$ cat src/verilog/mswk_params.svh
`ifndef MSWK_PARAMS_SVH
`define MSWK_PARAMS_SVH

// ----------------------------------------
// Wake flag bit positions
// ----------------------------------------
`define MSWK_BIT_KSCAN 0
`define MSWK_BIT_EXTKB 1
`define MSWK_BIT_MOUSE 2
`define MSWK_BIT_TMR0 3
`define MSWK_BIT_TMR1 4
`define MSWK_BIT_TMR2 5
`define MSWK_BIT_UART 6
`define MSWK_BIT_RTC 7

// ----------------------------------------
// Widths, depths, reset values
// ----------------------------------------
`define MSWK_FLAG_W 8
`define MSWK_BYTE_W 8
`define MSWK_FIFO_DEPTH 16
`define MSWK_FLAGS_RST 8'h00
`define MSWK_GPIO_W 8
`define MSWK_VECTOR_DEF 16'h0033

`endif

$ cat src/verilog/mswk_pkg.sv
package mswk_pkg;
  typedef enum logic [1:0] {
    MSWK_RUN,
    MSWK_SLEEP,
    MSWK_WAKE
  } mswk_pwr_t;

  typedef enum logic [1:0] {
    MSWK_RX_IDLE,
    MSWK_RX_DATA,
    MSWK_RX_PAR,
    MSWK_RX_STOP
  } mswk_rx_t;
endpackage

$ cat src/verilog/mswk_wakeup.sv
`timescale 1ns/1ps
`include "mswk_params.svh"

// Contract
// [RULE_01] One internal 8-bit wake flag register records which source woke the sleeping core.
// [RULE_02] Flags are raised by key scan, external keyboard, mouse, three timers, serial port, clock and two inputs.
// [RULE_03] A wake event resumes the core through a vectored branch with no reset and no oscillator wait.
// [RULE_04] Receive logic assembles serial keyboard or mouse bits into whole bytes for the core.
// [RULE_05] The receive logic keeps capturing during sleep or halt and loses no data; the code drops a byte that finds 17 unread and sets o_rx_err.
// [RULE_06] The clock block can be programmed to issue periodic wake requests, after which the core may sleep again.
// [RULE_07] A modem ring detect arriving at the serial port can serve as a wake source.
// [RULE_08] Monitored general I/O lines raise a wake event on any change of state.
// [RULE_09] Each flag is set by its event and held until software clears it.
module mswk_wakeup
  import mswk_pkg::*;
(
  input wire logic i_clk,
  input wire logic i_srst,
  input wire logic i_kscan_evt,
  input wire logic i_tmr_evt0,
  input wire logic i_tmr_evt1,
  input wire logic i_tmr_evt2,
  input wire logic i_uart_evt,
  input wire logic i_ring_det,
  input wire logic i_ring_en,
  input wire logic i_rtc_tick,
  input wire logic [15:0] i_rtc_period,
  input wire logic i_rtc_wake_en,
  input wire logic i_ext_in0,
  input wire logic i_ext_in1,
  input wire logic [`MSWK_GPIO_W-1:0] i_gpio,
  input wire logic [`MSWK_GPIO_W-1:0] i_gpio_mon,
  input wire logic [`MSWK_FLAG_W-1:0] i_wake_en,
  input wire logic [`MSWK_FLAG_W-1:0] i_flag_clr,
  input wire logic i_ext_clr,
  input wire logic i_core_sleep,
  input wire logic i_wake_ack,
  input wire logic i_kb_clk,
  input wire logic i_kb_data,
  input wire logic i_ms_clk,
  input wire logic i_ms_data,
  input wire logic i_kb_rd,
  input wire logic i_ms_rd,
  output logic [`MSWK_FLAG_W-1:0] o_wake_flags,
  output logic [1:0] o_ext_flags,
  output logic o_core_run,
  output logic o_wake_branch,
  output logic [15:0] o_wake_vector,
  output logic o_asleep,
  output logic o_kb_valid,
  output logic [`MSWK_BYTE_W-1:0] o_kb_byte,
  output logic o_ms_valid,
  output logic [`MSWK_BYTE_W-1:0] o_ms_byte,
  output logic o_rx_err
);

  // ----------------------------------------
  // State
  // ----------------------------------------
  typedef struct packed {
    logic [`MSWK_FLAG_W-1:0] flags;
    logic [1:0] ext_flags;
    logic [1:0] ext_prev;
    logic [`MSWK_GPIO_W-1:0] gpio_prev;
    logic ring_prev;
    logic [15:0] rtc_cnt;
    mswk_pwr_t pwr;
    logic branch;
    logic [1:0] kclk_prev;
    mswk_rx_t [1:0] rx_st;
    logic [1:0][3:0] rx_bit;
    logic [1:0][7:0] rx_sh;
    logic [1:0] rx_par;
    logic rx_err;
  } mswk_st_t;

  mswk_st_t st_q;
  mswk_st_t st_d;
  logic [1:0] rx_push;
  logic [1:0] rx_ready;
  logic [1:0] sclk;
  logic [1:0] sdat;
  logic [`MSWK_FLAG_W-1:0] evt;
  logic ext_evt0;
  logic ext_evt1;
  logic gpio_evt;
  logic rtc_evt;
  logic any_wake;

  assign sclk = {i_ms_clk, i_kb_clk};
  assign sdat = {i_ms_data, i_kb_data};

  function automatic logic rise(input logic now, input logic prev);
    return now && !prev;
  endfunction

  // ----------------------------------------
  // Wake sources
  // ----------------------------------------
  assign rtc_evt = i_rtc_tick && i_rtc_wake_en && (st_q.rtc_cnt == '0); // [RULE_06]
  assign gpio_evt = |((i_gpio ^ st_q.gpio_prev) & i_gpio_mon); // [RULE_08]
  assign ext_evt0 = rise(i_ext_in0, st_q.ext_prev[0]) | gpio_evt;
  assign ext_evt1 = rise(i_ext_in1, st_q.ext_prev[1]);

  always_comb begin
    evt = '0;
    evt[`MSWK_BIT_KSCAN] = i_kscan_evt; // [RULE_02]
    evt[`MSWK_BIT_EXTKB] = rx_push[0];
    evt[`MSWK_BIT_MOUSE] = rx_push[1];
    evt[`MSWK_BIT_TMR0] = i_tmr_evt0;
    evt[`MSWK_BIT_TMR1] = i_tmr_evt1;
    evt[`MSWK_BIT_TMR2] = i_tmr_evt2;
    evt[`MSWK_BIT_UART] = i_uart_evt | (i_ring_en && rise(i_ring_det, st_q.ring_prev)); // [RULE_07]
    evt[`MSWK_BIT_RTC] = rtc_evt;
  end

  assign any_wake = |(st_q.flags & i_wake_en) | (|st_q.ext_flags);

  // ----------------------------------------
  // Next state
  // ----------------------------------------
  always_comb begin
    st_d = st_q;
    st_d.branch = 1'b0;
    // Set beats clear so an event in the clearing cycle survives
    st_d.flags = (st_q.flags & ~i_flag_clr) | evt; // [RULE_01] [RULE_09]
    st_d.ext_flags = (st_q.ext_flags & {2{~i_ext_clr}}) | {ext_evt1, ext_evt0}; // [RULE_02] [RULE_09]
    st_d.ext_prev = {i_ext_in1, i_ext_in0};
    st_d.gpio_prev = i_gpio;
    st_d.ring_prev = i_ring_det;
    if (i_rtc_tick) begin
      st_d.rtc_cnt = (st_q.rtc_cnt == '0) ? i_rtc_period : st_q.rtc_cnt - 16'h0001; // [RULE_06]
    end
    case (st_q.pwr)
      MSWK_RUN: begin
        if (i_core_sleep && !any_wake) begin
          st_d.pwr = MSWK_SLEEP;
        end
      end
      MSWK_SLEEP: begin
        // Core resumes at the vector without reset or oscillator wait
        if (any_wake) begin
          st_d.pwr = MSWK_WAKE; // [RULE_03]
          st_d.branch = 1'b1;
        end
      end
      MSWK_WAKE: begin
        if (i_wake_ack) begin
          st_d.pwr = MSWK_RUN; // [RULE_06]
        end
      end
      default: st_d.pwr = MSWK_RUN;
    endcase
    // Serial receivers run regardless of the power state
    st_d.kclk_prev = sclk;
    for (int k = 0; k < 2; k++) begin
      if (!sclk[k] && st_q.kclk_prev[k]) begin // [RULE_05]
        case (st_q.rx_st[k])
          MSWK_RX_IDLE: begin
            if (!sdat[k]) begin
              st_d.rx_st[k] = MSWK_RX_DATA;
              st_d.rx_bit[k] = '0;
              st_d.rx_par[k] = 1'b0;
            end
          end
          MSWK_RX_DATA: begin
            st_d.rx_sh[k] = {sdat[k], st_q.rx_sh[k][7:1]}; // [RULE_04]
            st_d.rx_par[k] = st_q.rx_par[k] ^ sdat[k];
            st_d.rx_bit[k] = st_q.rx_bit[k] + 4'h1;
            if (st_q.rx_bit[k] == 4'h7) begin
              st_d.rx_st[k] = MSWK_RX_PAR;
            end
          end
          MSWK_RX_PAR: begin
            st_d.rx_par[k] = st_q.rx_par[k] ^ sdat[k];
            st_d.rx_st[k] = MSWK_RX_STOP;
          end
          MSWK_RX_STOP: begin
            st_d.rx_st[k] = MSWK_RX_IDLE;
            // Odd parity, stop high, and room in the buffer; else flagged
            if (!st_q.rx_par[k] || !sdat[k] || !rx_ready[k]) begin
              st_d.rx_err = 1'b1; // [RULE_05]
            end
          end
          default: st_d.rx_st[k] = MSWK_RX_IDLE;
        endcase
      end
    end
    if (i_srst) begin
      st_d = '0;
      st_d.pwr = MSWK_RUN;
      st_d.flags = `MSWK_FLAGS_RST;
      st_d.kclk_prev = 2'h3;
      // GPIO, input and ring edge detectors start at the pin level, so leaving reset makes no false edge
      st_d.gpio_prev = i_gpio;
      st_d.ext_prev = {i_ext_in1, i_ext_in0};
      st_d.ring_prev = i_ring_det;
    end
  end

  always_comb begin
    for (int k = 0; k < 2; k++) begin
      rx_push[k] = !sclk[k] && st_q.kclk_prev[k] && (st_q.rx_st[k] == MSWK_RX_STOP)
                   && st_q.rx_par[k] && sdat[k] && rx_ready[k]; // [RULE_04]
    end
  end

  always_ff @(posedge i_clk) begin
    st_q <= st_d;
  end

  // ----------------------------------------
  // Byte buffers
  // ----------------------------------------
  // Limitation: a device that outruns 17 unread bytes is reported, not stalled
  mswk_fifo #(.WIDTH(`MSWK_BYTE_W), .DEPTH(`MSWK_FIFO_DEPTH)) u_kb_fifo (
    .i_clk(i_clk),
    .i_srst(i_srst),
    .i_in_valid(rx_push[0]),
    .o_in_ready(rx_ready[0]),
    .i_in_data(st_q.rx_sh[0]),
    .o_out_valid(o_kb_valid),
    .i_out_ready(i_kb_rd),
    .o_out_data(o_kb_byte)
  );

  mswk_fifo #(.WIDTH(`MSWK_BYTE_W), .DEPTH(`MSWK_FIFO_DEPTH)) u_ms_fifo (
    .i_clk(i_clk),
    .i_srst(i_srst),
    .i_in_valid(rx_push[1]),
    .o_in_ready(rx_ready[1]),
    .i_in_data(st_q.rx_sh[1]),
    .o_out_valid(o_ms_valid),
    .i_out_ready(i_ms_rd),
    .o_out_data(o_ms_byte)
  );

  assign o_wake_flags = st_q.flags;
  assign o_ext_flags = st_q.ext_flags;
  assign o_asleep = (st_q.pwr == MSWK_SLEEP);
  assign o_core_run = (st_q.pwr != MSWK_SLEEP);
  assign o_wake_branch = st_q.branch; // [RULE_03]
  assign o_wake_vector = `MSWK_VECTOR_DEF;
  assign o_rx_err = st_q.rx_err;
endmodule

$ cat src/verilog/mswk_fifo.sv
`timescale 1ns/1ps
module mswk_fifo #(
  parameter int WIDTH = 8,
  parameter int DEPTH = 16
) (
  input wire logic i_clk,
  input wire logic i_srst,
  input wire logic i_in_valid,
  output logic o_in_ready,
  input wire logic [WIDTH-1:0] i_in_data,
  output logic o_out_valid,
  input wire logic i_out_ready,
  output logic [WIDTH-1:0] o_out_data
);
  localparam int AW = $clog2(DEPTH);

  typedef struct packed {
    logic [AW-1:0] wr_ptr;
    logic [AW-1:0] rd_ptr;
    logic [AW:0] count;
    logic [WIDTH-1:0] rd_data;
    logic rd_valid;
  } mswk_fifo_st_t;

  mswk_fifo_st_t st_q;
  mswk_fifo_st_t st_d;
  logic [WIDTH-1:0] mem_q [DEPTH];
  logic push;
  logic pop;

  // Output word sits in a register; memory is one entry behind it
  assign o_in_ready = (st_q.count < (AW+1)'(DEPTH));
  assign o_out_valid = st_q.rd_valid;
  assign o_out_data = st_q.rd_data;
  assign push = i_in_valid && o_in_ready;
  assign pop = st_q.rd_valid && i_out_ready;

  always_comb begin
    logic load;
    load = 1'b0;
    st_d = st_q;
    if (push) begin
      st_d.wr_ptr = st_q.wr_ptr + 1'b1;
    end
    // Refill the output register from memory when it is empty or drained
    if ((!st_q.rd_valid || pop) && (st_q.count != '0)) begin
      load = 1'b1;
    end
    if (load) begin
      st_d.rd_data = mem_q[st_q.rd_ptr];
      st_d.rd_valid = 1'b1;
      st_d.rd_ptr = st_q.rd_ptr + 1'b1;
    end else if (pop) begin
      st_d.rd_valid = 1'b0;
    end
    st_d.count = st_q.count + (AW+1)'(push) - (AW+1)'(load);
    if (i_srst) begin
      st_d = '0;
    end
  end

  always_ff @(posedge i_clk) begin
    st_q <= st_d;
    if (push) begin
      mem_q[st_q.wr_ptr] <= i_in_data;
    end
  end
endmodule

$ cat config.mk
export PLATFORM = sky130hd
export DESIGN_NAME = mswk_wakeup
export DESIGN_NICKNAME = d
export VERILOG_FILES = /design/src/verilog/mswk_pkg.sv /design/src/verilog/mswk_wakeup.sv /design/src/verilog/mswk_fifo.sv
export VERILOG_INCLUDE_DIRS = /design/src /design/src/verilog
export SDC_FILE = /design/constraint.sdc
export NUM_CORES = 1
export LEC_CHECK = 0
export BUFFER_PORTS_ARGS = -buffer_cell sky130_fd_sc_hd__buf_2
export CAP_MARGIN = 40
export CORE_ASPECT_RATIO = 1.1
export CORE_MARGIN = 2
export CORE_UTILIZATION = 45
export CTS_CLUSTER_SIZE = 16
export DETAILED_ROUTE_END_ITERATION = 16
export PLACE_DENSITY_LB_ADDON = 0.05
export SETUP_SLACK_MARGIN = 0.15
export SYNTH_ARGS = -nofsm -noshare
export SYNTH_HDL_FRONTEND = slang
export SYNTH_HIERARCHICAL = 1
export SYNTH_SLANG_ARGS = --single-unit
$ cat constraint.sdc
create_clock -name i_clk -period 7.91 [get_ports i_clk]
set_input_delay 1.582 -clock i_clk [delete_from_list [all_inputs] [get_ports i_clk]]
set_output_delay 1.582 -clock i_clk [all_outputs]
set_load 0.02 [all_outputs]
=== Word-level counts from Yosys, hierarchy flattened ===
Memories as Yosys holds them, arrays and structs flattened. A register that Yosys moved wholly into a read port is not among the register bits.
Index checks and enable logic that the tools add are counted.

* Bits in registers: 101
* RAM bits: 256
* Bits of input ports: 70
* Output and inout port bits: 48
* Word-level logic and storage cells: 179
* Memories kept: 2

* $add $sub $neg: 11
* $lt $le $gt $ge: 2
* Eq/ne operators: 18
* Mux-type cells: 35
* Bitwise operators: 15
* Reductions and logical operators: 70

{| class="wikitable"
|+ Memory list
! name !! depth !! bits a word !! read ports !! clocked after Yosys merged registers in !! write ports !! RTL line !! source
|-
| u_kb_fifo.mem_q || 16 || 8 || 1 || 1 || 1 || mswk_fifo.sv:27 || <nowiki>logic [WIDTH-1:0] mem_q [DEPTH];</nowiki>
|-
| u_ms_fifo.mem_q || 16 || 8 || 1 || 1 || 1 || mswk_fifo.sv:27 ||
|}

{| class="wikitable"
|+ Operators by type and width
! cell !! number
|-
| 4-bit by 1-bit adder with 4-bit output, second input constant || 6
|-
| 8-bit AND || 3
|-
| 1-bit logical AND || 23
|-
| 3-bit AND reduction || 7
|-
| 1-bit 2-to-1 mux || 18
|-
| 16-bit logical NOT || 1
|-
| 16-bit 2-to-1 mux || 1
|-
| 2-bit case mux with 4 select lines || 2
|-
| 4-bit case mux with 2 select lines || 2
|-
| 8-bit OR reduction || 2
|-
| 16-bit by 1-bit subtractor with 16-bit output, second input constant || 1
|-
| 1-bit logical NOT || 14
|-
| 2-bit 2-to-1 mux || 6
|-
| 2-bit inequality test, second input constant || 6
|-
| 2-bit nonzero test || 6
|-
| 5-bit by 1-bit adder with 5-bit output || 2
|-
| 2-bit equality test, second input constant || 5
|-
| 5-bit less-than comparator, second input constant || 2
|-
| 5-bit nonzero test || 2
|-
| 5-bit by 1-bit subtractor with 5-bit output || 2
|-
| 4-bit by 3-bit equality test with 1-bit output, second input constant || 2
|-
| 4-bit 2-to-1 mux || 2
|-
| 8-bit NOT || 1
|-
| 8-bit bitwise OR || 1
|-
| 15 further kinds || 34
|}

=== Logic depth before layout (Yosys ltp) ===
Gate-level depths: netlist of the first run.

* Depth in word-level cells: 9
* Depth in mapped cells: 14
* Depth with buffers taken out: 13

=== Hierarchy ===
The synthesis of the first run kept the hierarchy.

{| class="wikitable"
|+ By module, submodules not included
! module !! instances !! cells each !! area each (µm²) !! sequential area each (µm²)
|-
| mswk_fifo || 2 || 329 || 6055.8 || 4284.1
|-
| mswk_wakeup || 1 || 429 || 3611.0 || 1461.4
|}

=== Least setup slack after synthesis of the first run ===
Ideal clock, no wire load.

* Path type: input port to flip-flop
* Start: input port i_kb_clk
* End: register u_kb_fifo/st_q[13] in the netlist's numbering
* Setup time: 0.070 ns
* Arrival: 3.941 ns
* Required time: 7.840 ns
* Path slack: 3.899 ns
* Cell stages on the path: 14
* Path buffers: 1
* Cell sequence: nor2b_1 nand2_1 nor2_1 nor2b_1 clkbuf_1 inv_1 ha_1 inv_1 ha_1 fa_1 a21oi_1 nor2_1 or3_1 a21oi_1

* Word-level cells in the longest chain between the ends: 9

{| class="wikitable"
|+ RTL lines
! element !! RTL line !! source
|-
| start: declaration || mswk_wakeup.sv:38 || <nowiki>input wire logic i_kb_clk,</nowiki>
|-
| 1-bit logical NOT || mswk_wakeup.sv:203 || <nowiki>rx_push[k] = !sclk[k] && st_q.kclk_prev[k] && (st_q.rx_st[k] == MSWK_RX_STOP)</nowiki>
|-
| 1-bit logical AND (2 in series) || mswk_wakeup.sv:203 ||
|-
| 1-bit logical AND (3 in series) || mswk_wakeup.sv:204 || <nowiki>&& st_q.rx_par[k] && sdat[k] && rx_ready[k];</nowiki>
|-
| via evt[1] || mswk_wakeup.sv:83 || <nowiki>logic [`MSWK_FLAG_W-1:0] evt;</nowiki>
|-
| 1-bit logical AND || mswk_fifo.sv:35 || <nowiki>assign push = i_in_valid && o_in_ready;</nowiki>
|-
| 5-bit by 1-bit adder with 5-bit output || mswk_fifo.sv:56 || <nowiki>st_d.count = st_q.count + (AW+1)'(push) - (AW+1)'(load);</nowiki>
|-
| 5-bit by 1-bit subtractor with 5-bit output || mswk_fifo.sv:56 ||
|-
| end signal: assignment || mswk_fifo.sv:63 || <nowiki>st_q <= st_d;</nowiki>
|-
| end: declaration || mswk_fifo.sv:25 || <nowiki>mswk_fifo_st_t st_q;</nowiki>
|}

The timed path passes the listed nets, and every way through them passes these cells.
A chain may end at the register's enable or synchronous reset.

=== Worst setup path in the final report of the first run ===
* Start: input port i_ms_clk
* End: register u_ms_fifo/st_q[13] in the netlist's numbering

* Word-level cells in the longest chain between the ends: 9

{| class="wikitable"
|+ RTL lines
! element !! RTL line !! source
|-
| start: declaration || mswk_wakeup.sv:40 || <nowiki>input wire logic i_ms_clk,</nowiki>
|-
| 1-bit logical NOT || mswk_wakeup.sv:203 ||
|-
| 1-bit logical AND (2 in series) || mswk_wakeup.sv:203 ||
|-
| 1-bit logical AND (3 in series) || mswk_wakeup.sv:204 ||
|-
| via evt[2] || mswk_wakeup.sv:83 ||
|-
| 1-bit logical AND || mswk_fifo.sv:35 ||
|-
| 5-bit by 1-bit adder with 5-bit output || mswk_fifo.sv:56 ||
|-
| 5-bit by 1-bit subtractor with 5-bit output || mswk_fifo.sv:56 ||
|-
| end signal: assignment || mswk_fifo.sv:63 ||
|-
| end: declaration || mswk_fifo.sv:25 ||
|}

The timed path passes the listed nets, and every way through them passes these cells.

==> results of run 1 <==
per-layer routing:
| layer | vias up | wire (um) | track usage (%) |
|---|---|---|---|
| met5 | - | 13 | 0 |
| li1 | 4201 | - | - |
| met2 | 193 | 14200 | 27.8 |
| met1 | 4389 | 15500 | 26.0 |
| met4 | 2 | 459 | 4.39 |
| met3 | 39 | 1480 | 3.47 |
how the worst min path moves through the flow:
stage / from / to / cells past startpoint
2_1_floorplan: st_q[35]$_SDFFE_PP0P_ / st_q[34]$_SDFFE_PP0P_ / 1
3_3_place_gp: st_q[35]$_SDFFE_PP0P_ / st_q[34]$_SDFFE_PP0P_ / 1
3_5_place_dp: st_q[35]$_SDFFE_PP0P_ / st_q[34]$_SDFFE_PP0P_ / 1
4_1_cts: st_q[35]$_SDFFE_PP0P_ / st_q[34]$_SDFFE_PP0P_ / 1
5_1_grt: st_q[35]$_SDFFE_PP0P_ / st_q[34]$_SDFFE_PP0P_ / 1
6_report: st_q[35]$_SDFFE_PP0P_ / st_q[34]$_SDFFE_PP0P_ / 1
per-stage QoR:
step | total power (uW) | utilization [%] | area [sq um]
3_3_place_gp | 3510 | 47.5 | 16300
3_5_place_dp | 3520 | 47.7 | 16400
4_1_cts | 5470 | 51.7 | 17700
6_report | 5400 | 51.7 | 17700
2_1_floorplan | 3340 | - | 15800
5_1_grt | 5680 | 51.7 | 17700
cell type report:
class	count	area share (%)
Multi-Input combinational cell	589	28.1
Sequential cell	373	56.6
Tap cell	438	3.09
Inverter	42	0.918
Timing Repair Buffer	119	3.56
Clock inverter	26	1.74
Clock buffer	48	5.99
cells by family (layout without fill, tap and decap cells):
family                   count (synthesis)  in the layout  synth area share [%]
XOR/XNOR                                26             26                  1.45
adder cells (fa/ha/maj)                 38             38                  3.12
flip-flops                             373            373                  63.8
AND/OR/NAND/NOR                        277            277                  9.29
multiplexers                           102            102                  11.6
buffers and inverters                  139            235                  4.86
AO/OA/AOI/OAI                          130            130                  5.86
other                                    2             16                0.0478
layout by cell type, fill, tap and decap left out, drive strengths merged, types with 36 or more instances in the layout:
| cell type | n |
|---|---|
| buf | 119 |
| a21oi | 52 |
| dfxtp | 117 |
| inv | 44 |
| nand2 | 57 |
| nor2 | 77 |
| ha | 36 |
| mux2i | 38 |
| edfxtp | 256 |
| clkbuf | 48 |
| mux4 | 64 |
critical path: cells and delay by family:
kind | cells | cell delay, ns
adder cells (fa/ha/maj) | 3 | 0.91
AND/OR/NAND/NOR | 6 | 1.99
AO/OA/AOI/OAI | 2 | 0.28
buffers and inverters | 3 | 0.25
state kept, by name (all words and copies together) (netlist names):
| signal | count |
|---|---|
| o_wake_flags | 8 |
| u_ms_fifo/o_out_data | 8 |
| u_ms_fifo/st_q | 13 |
| u_ms_fifo/mem_q | 128 |
| o_rx_err | 1 |
| o_ext_flags | 2 |
| o_wake_branch | 1 |
| u_kb_fifo/o_out_data | 8 |
| u_kb_fifo/mem_q | 128 |
| u_kb_fifo/o_out_valid | 1 |
| st_q | 61 |
| u_kb_fifo/st_q | 13 |
| u_ms_fifo/o_out_valid | 1 |
cells in the mapped netlist (4+ instances only):
cell type and count:
or3_1 7, o211ai_1 4, clkbuf_1 29, inv_1 38, nor2b_1 10, buf_6 6, a21oi_1 52, nand3b_1 20
a221oi_1 4, buf_4 46, edfxtp_1 256, nor4_1 4, nor2_1 77, dfxtp_1 117, nand2_1 55, mux2i_1 38
o21ai_0 14, o221ai_1 14, xnor2_1 8, nand3_1 33, mux4_2 64, a22oi_1 4, nand4_1 5, nand2b_1 14
buf_2 16, ha_1 36, and3_1 5, xor2_1 18, nor4b_1 5, nor3_1 20
power by group through the flow:
stage | sequential, uW | combinational (uW) | clock, uW
detailed placement | 2310 | 1210 | 0
CTS | 2270 | 1210 | 1980
floorplan | 2290 | 1050 | 0
global route | 2290 | 1330 | 2060
finish | 2270 | 1190 | 1930
global placement | 2310 | 1200 | 0
==> flow_metrics.py, run 1 <==
metrics = {
    "detailed_routing": {
        "vias_per_cell": 5.40,
        "drtAntennaViolNets": 0,
        "drt_wl_total_mm": 31.7,
        "wl_per_cell_um": 19.4,
        "drc": 0,
        "drt_iter0_markers": 580,
        "dr.pass1.iters": 5,
        "vias": 8824,
    },
    "setup_path": {
        "crit_path_max_incr_delay_ns": 0.63,
        "r2r-end": "u_ms_fifo/st_q[13]$_SDFF_PP0_",
        "worstPathRequired_ns": 8.37,
        "cp-end-kind": "flop",
        "worstPathArrival_ns": 5.03,
        "reg2reg_depth": 13,
        "r2r_setup_slack_ns": 4.17,
        "cp_slowest_cell": "nor2b_1",
        "critPathCapture": "u_ms_fifo/st_q[13]$_SDFF_PP0_",
        "start_kind": "primary input",
        "rr_startpoint": "st_q[32]$_SDFF_PP1_",
        "crit_type": "in -> reg",
        "critical_path.cell_chain": "buf_2 -> nor2b_1 -> nand2_1 -> nor2_1 -> nor2b_1 -> inv_1 -> ha_1 -> inv_1 -> ha_1 -> fa_1 -> a21oi_1 -> nor2_1 -> or3_1 -> a21oi_1",
        "startpoint": "i_ms_clk",
        "worstPathMaxFanout": 13,
    },
    "yosys": {
        "async_flop_share_pct": 0,
        "synth_top_area_share_pct": 48.9,
        "synth_top_area_cell": "edfxtp_1",
        "synth-warning-count": 6,
        "synth-seq-cells": 373,
        "avgSynthCellArea_sq_um": 14.5,
        "synth_area_sq_um": 15700,
        "synth-main-ff-cell": "edfxtp_1",
        "synth_edf_count": 256,
        "syn_inst": 1087,
        "synth.distinct_cells": 67,
        "synth.area.top_cells": "edfxtp_1 49%, dfxtp_1 15%, mux4_2 9.2%",
        "seq_area_frac_synth_pct": 63.8,
    },
    "timing": {
        "rsz0062_at_grt": "no",
        "setup_slack_ns": 3.34,
        "hold_violations": 0,
        "holdWs_ns": 0.452,
        "finClkSkew_ns": 0.0153,
        "slew_headroom_pct": 43.8,
        "finalCritPeriodShare_pct": 57.8,
        "tightest_slew_ns": 0.840,
        "finalSetupTns_ns": 0,
        "setup_viol": 0,
        "fmax_mhz": 219,
        "fin_crit_ns": 4.57,
        "slew_violations": 0,
    },
    "pwr": {
        "power_switching_uw": 1520,
        "p_comb_share_pct": 22.1,
        "pwr-share-seq_pct": 42.1,
        "pwr-share-clk_pct": 35.8,
        "ir_drop_uv": 193,
        "p_per_area_nw_per_um2": 305,
        "switching_share_pct": 28.2,
        "p_leak_uw": 0.00616,
        "internal-power_uw": 3880,
    },
    "grt": {
        "antenna_found_initial": 1,
        "grt_overflow": 0,
        "grt_max_degree": 47,
        "grt.total_usage_pct": 17.8,
        "grt_pass1_wl_mm": 50.1,
        "grt_pass1_vias": 8775,
    },
    "place": {
        "pre_cts_slack_ns": 2.76,
        "dp_cells": 1561,
        "globalplace.congestion": 0.737,
        "place_hpwl_mm": 20.9,
        "port_buffers": 101,
    },
    "cts": {
        "cts_resized": 0,
        "cts_setup_buffers": 0,
        "clk_pin_slew_worst_paths_ns": 0.06,
        "cts.sink_count": 373,
        "tritoncts": "yes",
        "cts_inserted_buffers": 40,
        "htree_num_levels": 2,
        "clk_latency_ns": 0.53,
        "root_buffer": "clkbuf_16",
        "clock_tree.buffer_depth": 3,
        "hold_buffers": 0,
    },
    "floorplan": {
        "fp-row-count": 71,
        "die_w_um": 182,
        "core_sq_um": 34300,
        "dieHeight_um": 200,
        "start_util_pct": 45.9,
        "boundaryPins": 118,
        "die_area_sq_um": 36500,
    },
    "layout": {
        "instances_no_fill": 1635,
        "regArea_sq_um": 10000,
        "area_growth_pct": 12.7,
        "nNetsFinal": 1273,
        "nFillCells": 2887,
        "layout-drive-gt1-share_pct": 22.5,
        "antenna_cells": 0,
        "multiInputGateArea_sq_um": 4980,
    },
    "run": {
        "max_cap_viol_count": 0,
    },
    "run_status": {
        "run_status": "completed",
    },
    "hold_path": {
        "hold_class": "reg -> reg",
    },
}
Power figures use the tool's default switching activity.
==> inputs of run 2 (changes only) <==
==> constraint.sdc (replaced) <==
create_clock -name i_clk -period 4 [get_ports i_clk]
set_input_delay 0.8 -clock i_clk [delete_from_list [all_inputs] [get_ports i_clk]]
set_output_delay 0.8 -clock i_clk [all_outputs]
set_load 0.02 [all_outputs]
==> flow_metrics.py, run 2 (same netlist as run 1, synthesis figures left out) <==
metrics = {
    "grt": {
        "grt.total_usage_pct": 17.8,
        "grt_pass1_vias": 8868,
        "antenna_found_initial": 1,
        "grt_max_degree": 45,
        "grt_overflow": 0,
        "grt_pass1_wl_mm": 50.0,
    },
    "floorplan": {
        "die_area_sq_um": 36500,
        "fp-row-count": 71,
        "boundaryPins": 118,
        "dieHeight_um": 200,
        "start_util_pct": 45.9,
        "die_w_um": 182,
        "core_sq_um": 34300,
    },
    "timing": {
        "slew_violations": 0,
        "finalCritPeriodShare_pct": 79.2,
        "setup_slack_ns": 0.833,
        "setup_viol": 0,
        "rsz0062_at_grt": "no",
        "tightest_slew_ns": 0.847,
        "slew_headroom_pct": 43.3,
        "fin_crit_ns": 3.17,
        "fmax_mhz": 316,
        "finClkSkew_ns": 0.0235,
        "hold_violations": 0,
        "finalSetupTns_ns": 0,
    },
    "setup_path": {
        "cp_top_family": "simple AND/OR/NAND/NOR gates",
        "crit_path_max_incr_delay_ns": 0.53,
        "cp-end-kind": "flop",
        "cp_slowest_cell": "or4b_4",
        "r2r_setup_slack_ns": 0.83,
        "crit_cells": 13,
        "worstPathArrival_ns": 3.62,
        "critical_path.cell_chain": "inv_1 -> ha_1 -> or4b_4 -> nand2_2 -> inv_4 -> ha_1 -> inv_1 -> ha_1 -> fa_1 -> a21oi_1 -> nor2_1 -> or3_1 -> a21oi_1",
        "cpMostUsedCell": "ha_1",
        "worstPathRequired_ns": 4.46,
        "start_kind": "flop",
        "crit_buf_inv": 3,
        "crit_type": "reg -> reg",
        "worstPathMaxFanout": 11,
        "reg2reg_depth": 13,
    },
    "place": {
        "place_area_sq_um": 16500,
        "port_buffers": 101,
        "pre_cts_slack_ns": 0.619,
        "dp_cells": 1574,
        "globalplace.congestion": 0.731,
        "place_hpwl_mm": 20.4,
    },
    "layout": {
        "final_area_sq_um": 17900,
        "layout.core_utilization_pct": 52.3,
        "layout-drive-gt1-share_pct": 23.9,
        "nNetsFinal": 1286,
        "final_common_cell": "edfxtp_1",
        "area_growth_pct": 14.1,
        "top_regs": "u_kb_fifo/mem_q: 128 flops, u_ms_fifo/mem_q: 128 flops, st_q: 61 flops",
        "antenna_cells": 0,
        "final_cell_mix": "256 x edfxtp_1, 115 x dfxtp_1, 100 x buf_2, 77 x nor2_1, 64 x mux4_2",
        "instances_no_fill": 1647,
        "nFillCells": 2886,
    },
    "detailed_routing": {
        "wl_per_cell_um": 19.2,
        "drc": 0,
        "drt_iter0_markers": 601,
        "drt_wl_total_mm": 31.7,
        "dr.pass1.iters": 5,
        "drtAntennaViolNets": 0,
        "vias_per_cell": 5.36,
        "vias": 8829,
    },
    "cts": {
        "tritoncts": "yes",
        "hold_buffers": 0,
        "cts.sink_count": 373,
        "clock_tree.buffer_depth": 3,
        "htree_num_levels": 2,
        "cts_resized": 0,
        "cts_inserted_buffers": 40,
        "clk_latency_ns": 0.54,
        "cts_setup_buffers": 0,
        "root_buffer": "clkbuf_16",
        "clk_pin_slew_worst_paths_ns": 0.06,
    },
    "pwr": {
        "p_per_area_nw_per_um2": 613,
        "p_leak_uw": 0.00623,
        "ir_drop_uv": 342,
    },
    "hold_path": {
        "hold_class": "in -> reg",
        "holdPathStages": 1,
    },
    "run": {
        "max_cap_viol_count": 0,
    },
    "run_status": {
        "run_status": "completed",
    },
}
==> run 2: layer usage <==
metal | GRT usage [%] | routed length (um) | share of wire (%)
met5 | 0 | 0 | 0
met4 | 4.75 | 575 | 1.8
met3 | 2.96 | 1280 | 4.0
met2 | 28.0 | 14300 | 45
met1 | 26.0 | 15500 | 49
==> run 2: worst paths after layout <==
path                                                    start                            end
worst max-delay path            u_ms_fifo/st_q[11]$_SDFF_PP0_  u_ms_fifo/st_q[13]$_SDFF_PP0_
worst min-delay path                               i_ring_det               st_q[52]$_DFF_P_
worst max register to register  u_ms_fifo/st_q[11]$_SDFF_PP0_  u_ms_fifo/st_q[13]$_SDFF_PP0_
worst min register to register          st_q[35]$_SDFFE_PP0P_          st_q[34]$_SDFFE_PP0P_
==> run 2: power by group <==
part / switching [uW] / total (uW) / leakage, uW / internal, uW
Clock: 1500 / 4070 / 0.000725 / 2570
Combinational: 1310 / 2380 / 0.00235 / 1070
Sequential: 250 / 4560 / 0.00316 / 4310
==> run 2: layout make-up <==
type                    count  area [sq um]  share of cell area, %
flip-flops and latches    373         10000                   55.9
inverters                  42           163                  0.907
well taps                 438           548                   3.06
clock inverters            22           347                   1.93
repair buffers            132           741                   4.13
multi-input cells         589          4980                   27.8
clock buffers              51          1120                   6.27
==> run 2: worst register-to-register path, delay by kind of cell, from the launching register on <==
kind                       cells  cell delay [ns]
and+or+nand+nor                4             1.23
adders and majority gates      4             1.02
DFF                            1             0.31
AOI/OAI and AO/OA              2             0.29
buffers and inverters          3             0.24
==> run 2: per-stage QoR <==
| step | hold WS, ns | total power, uW |
|---|---|---|
| after floorplan | 0.412 | 6640 |
| after global placement | 0.426 | 7020 |
| after detailed placement | 0.439 | 7030 |
| after CTS | 0.362 | 11100 |
| after global routing | 0.364 | 11500 |
| final | 0.388 | 11000 |
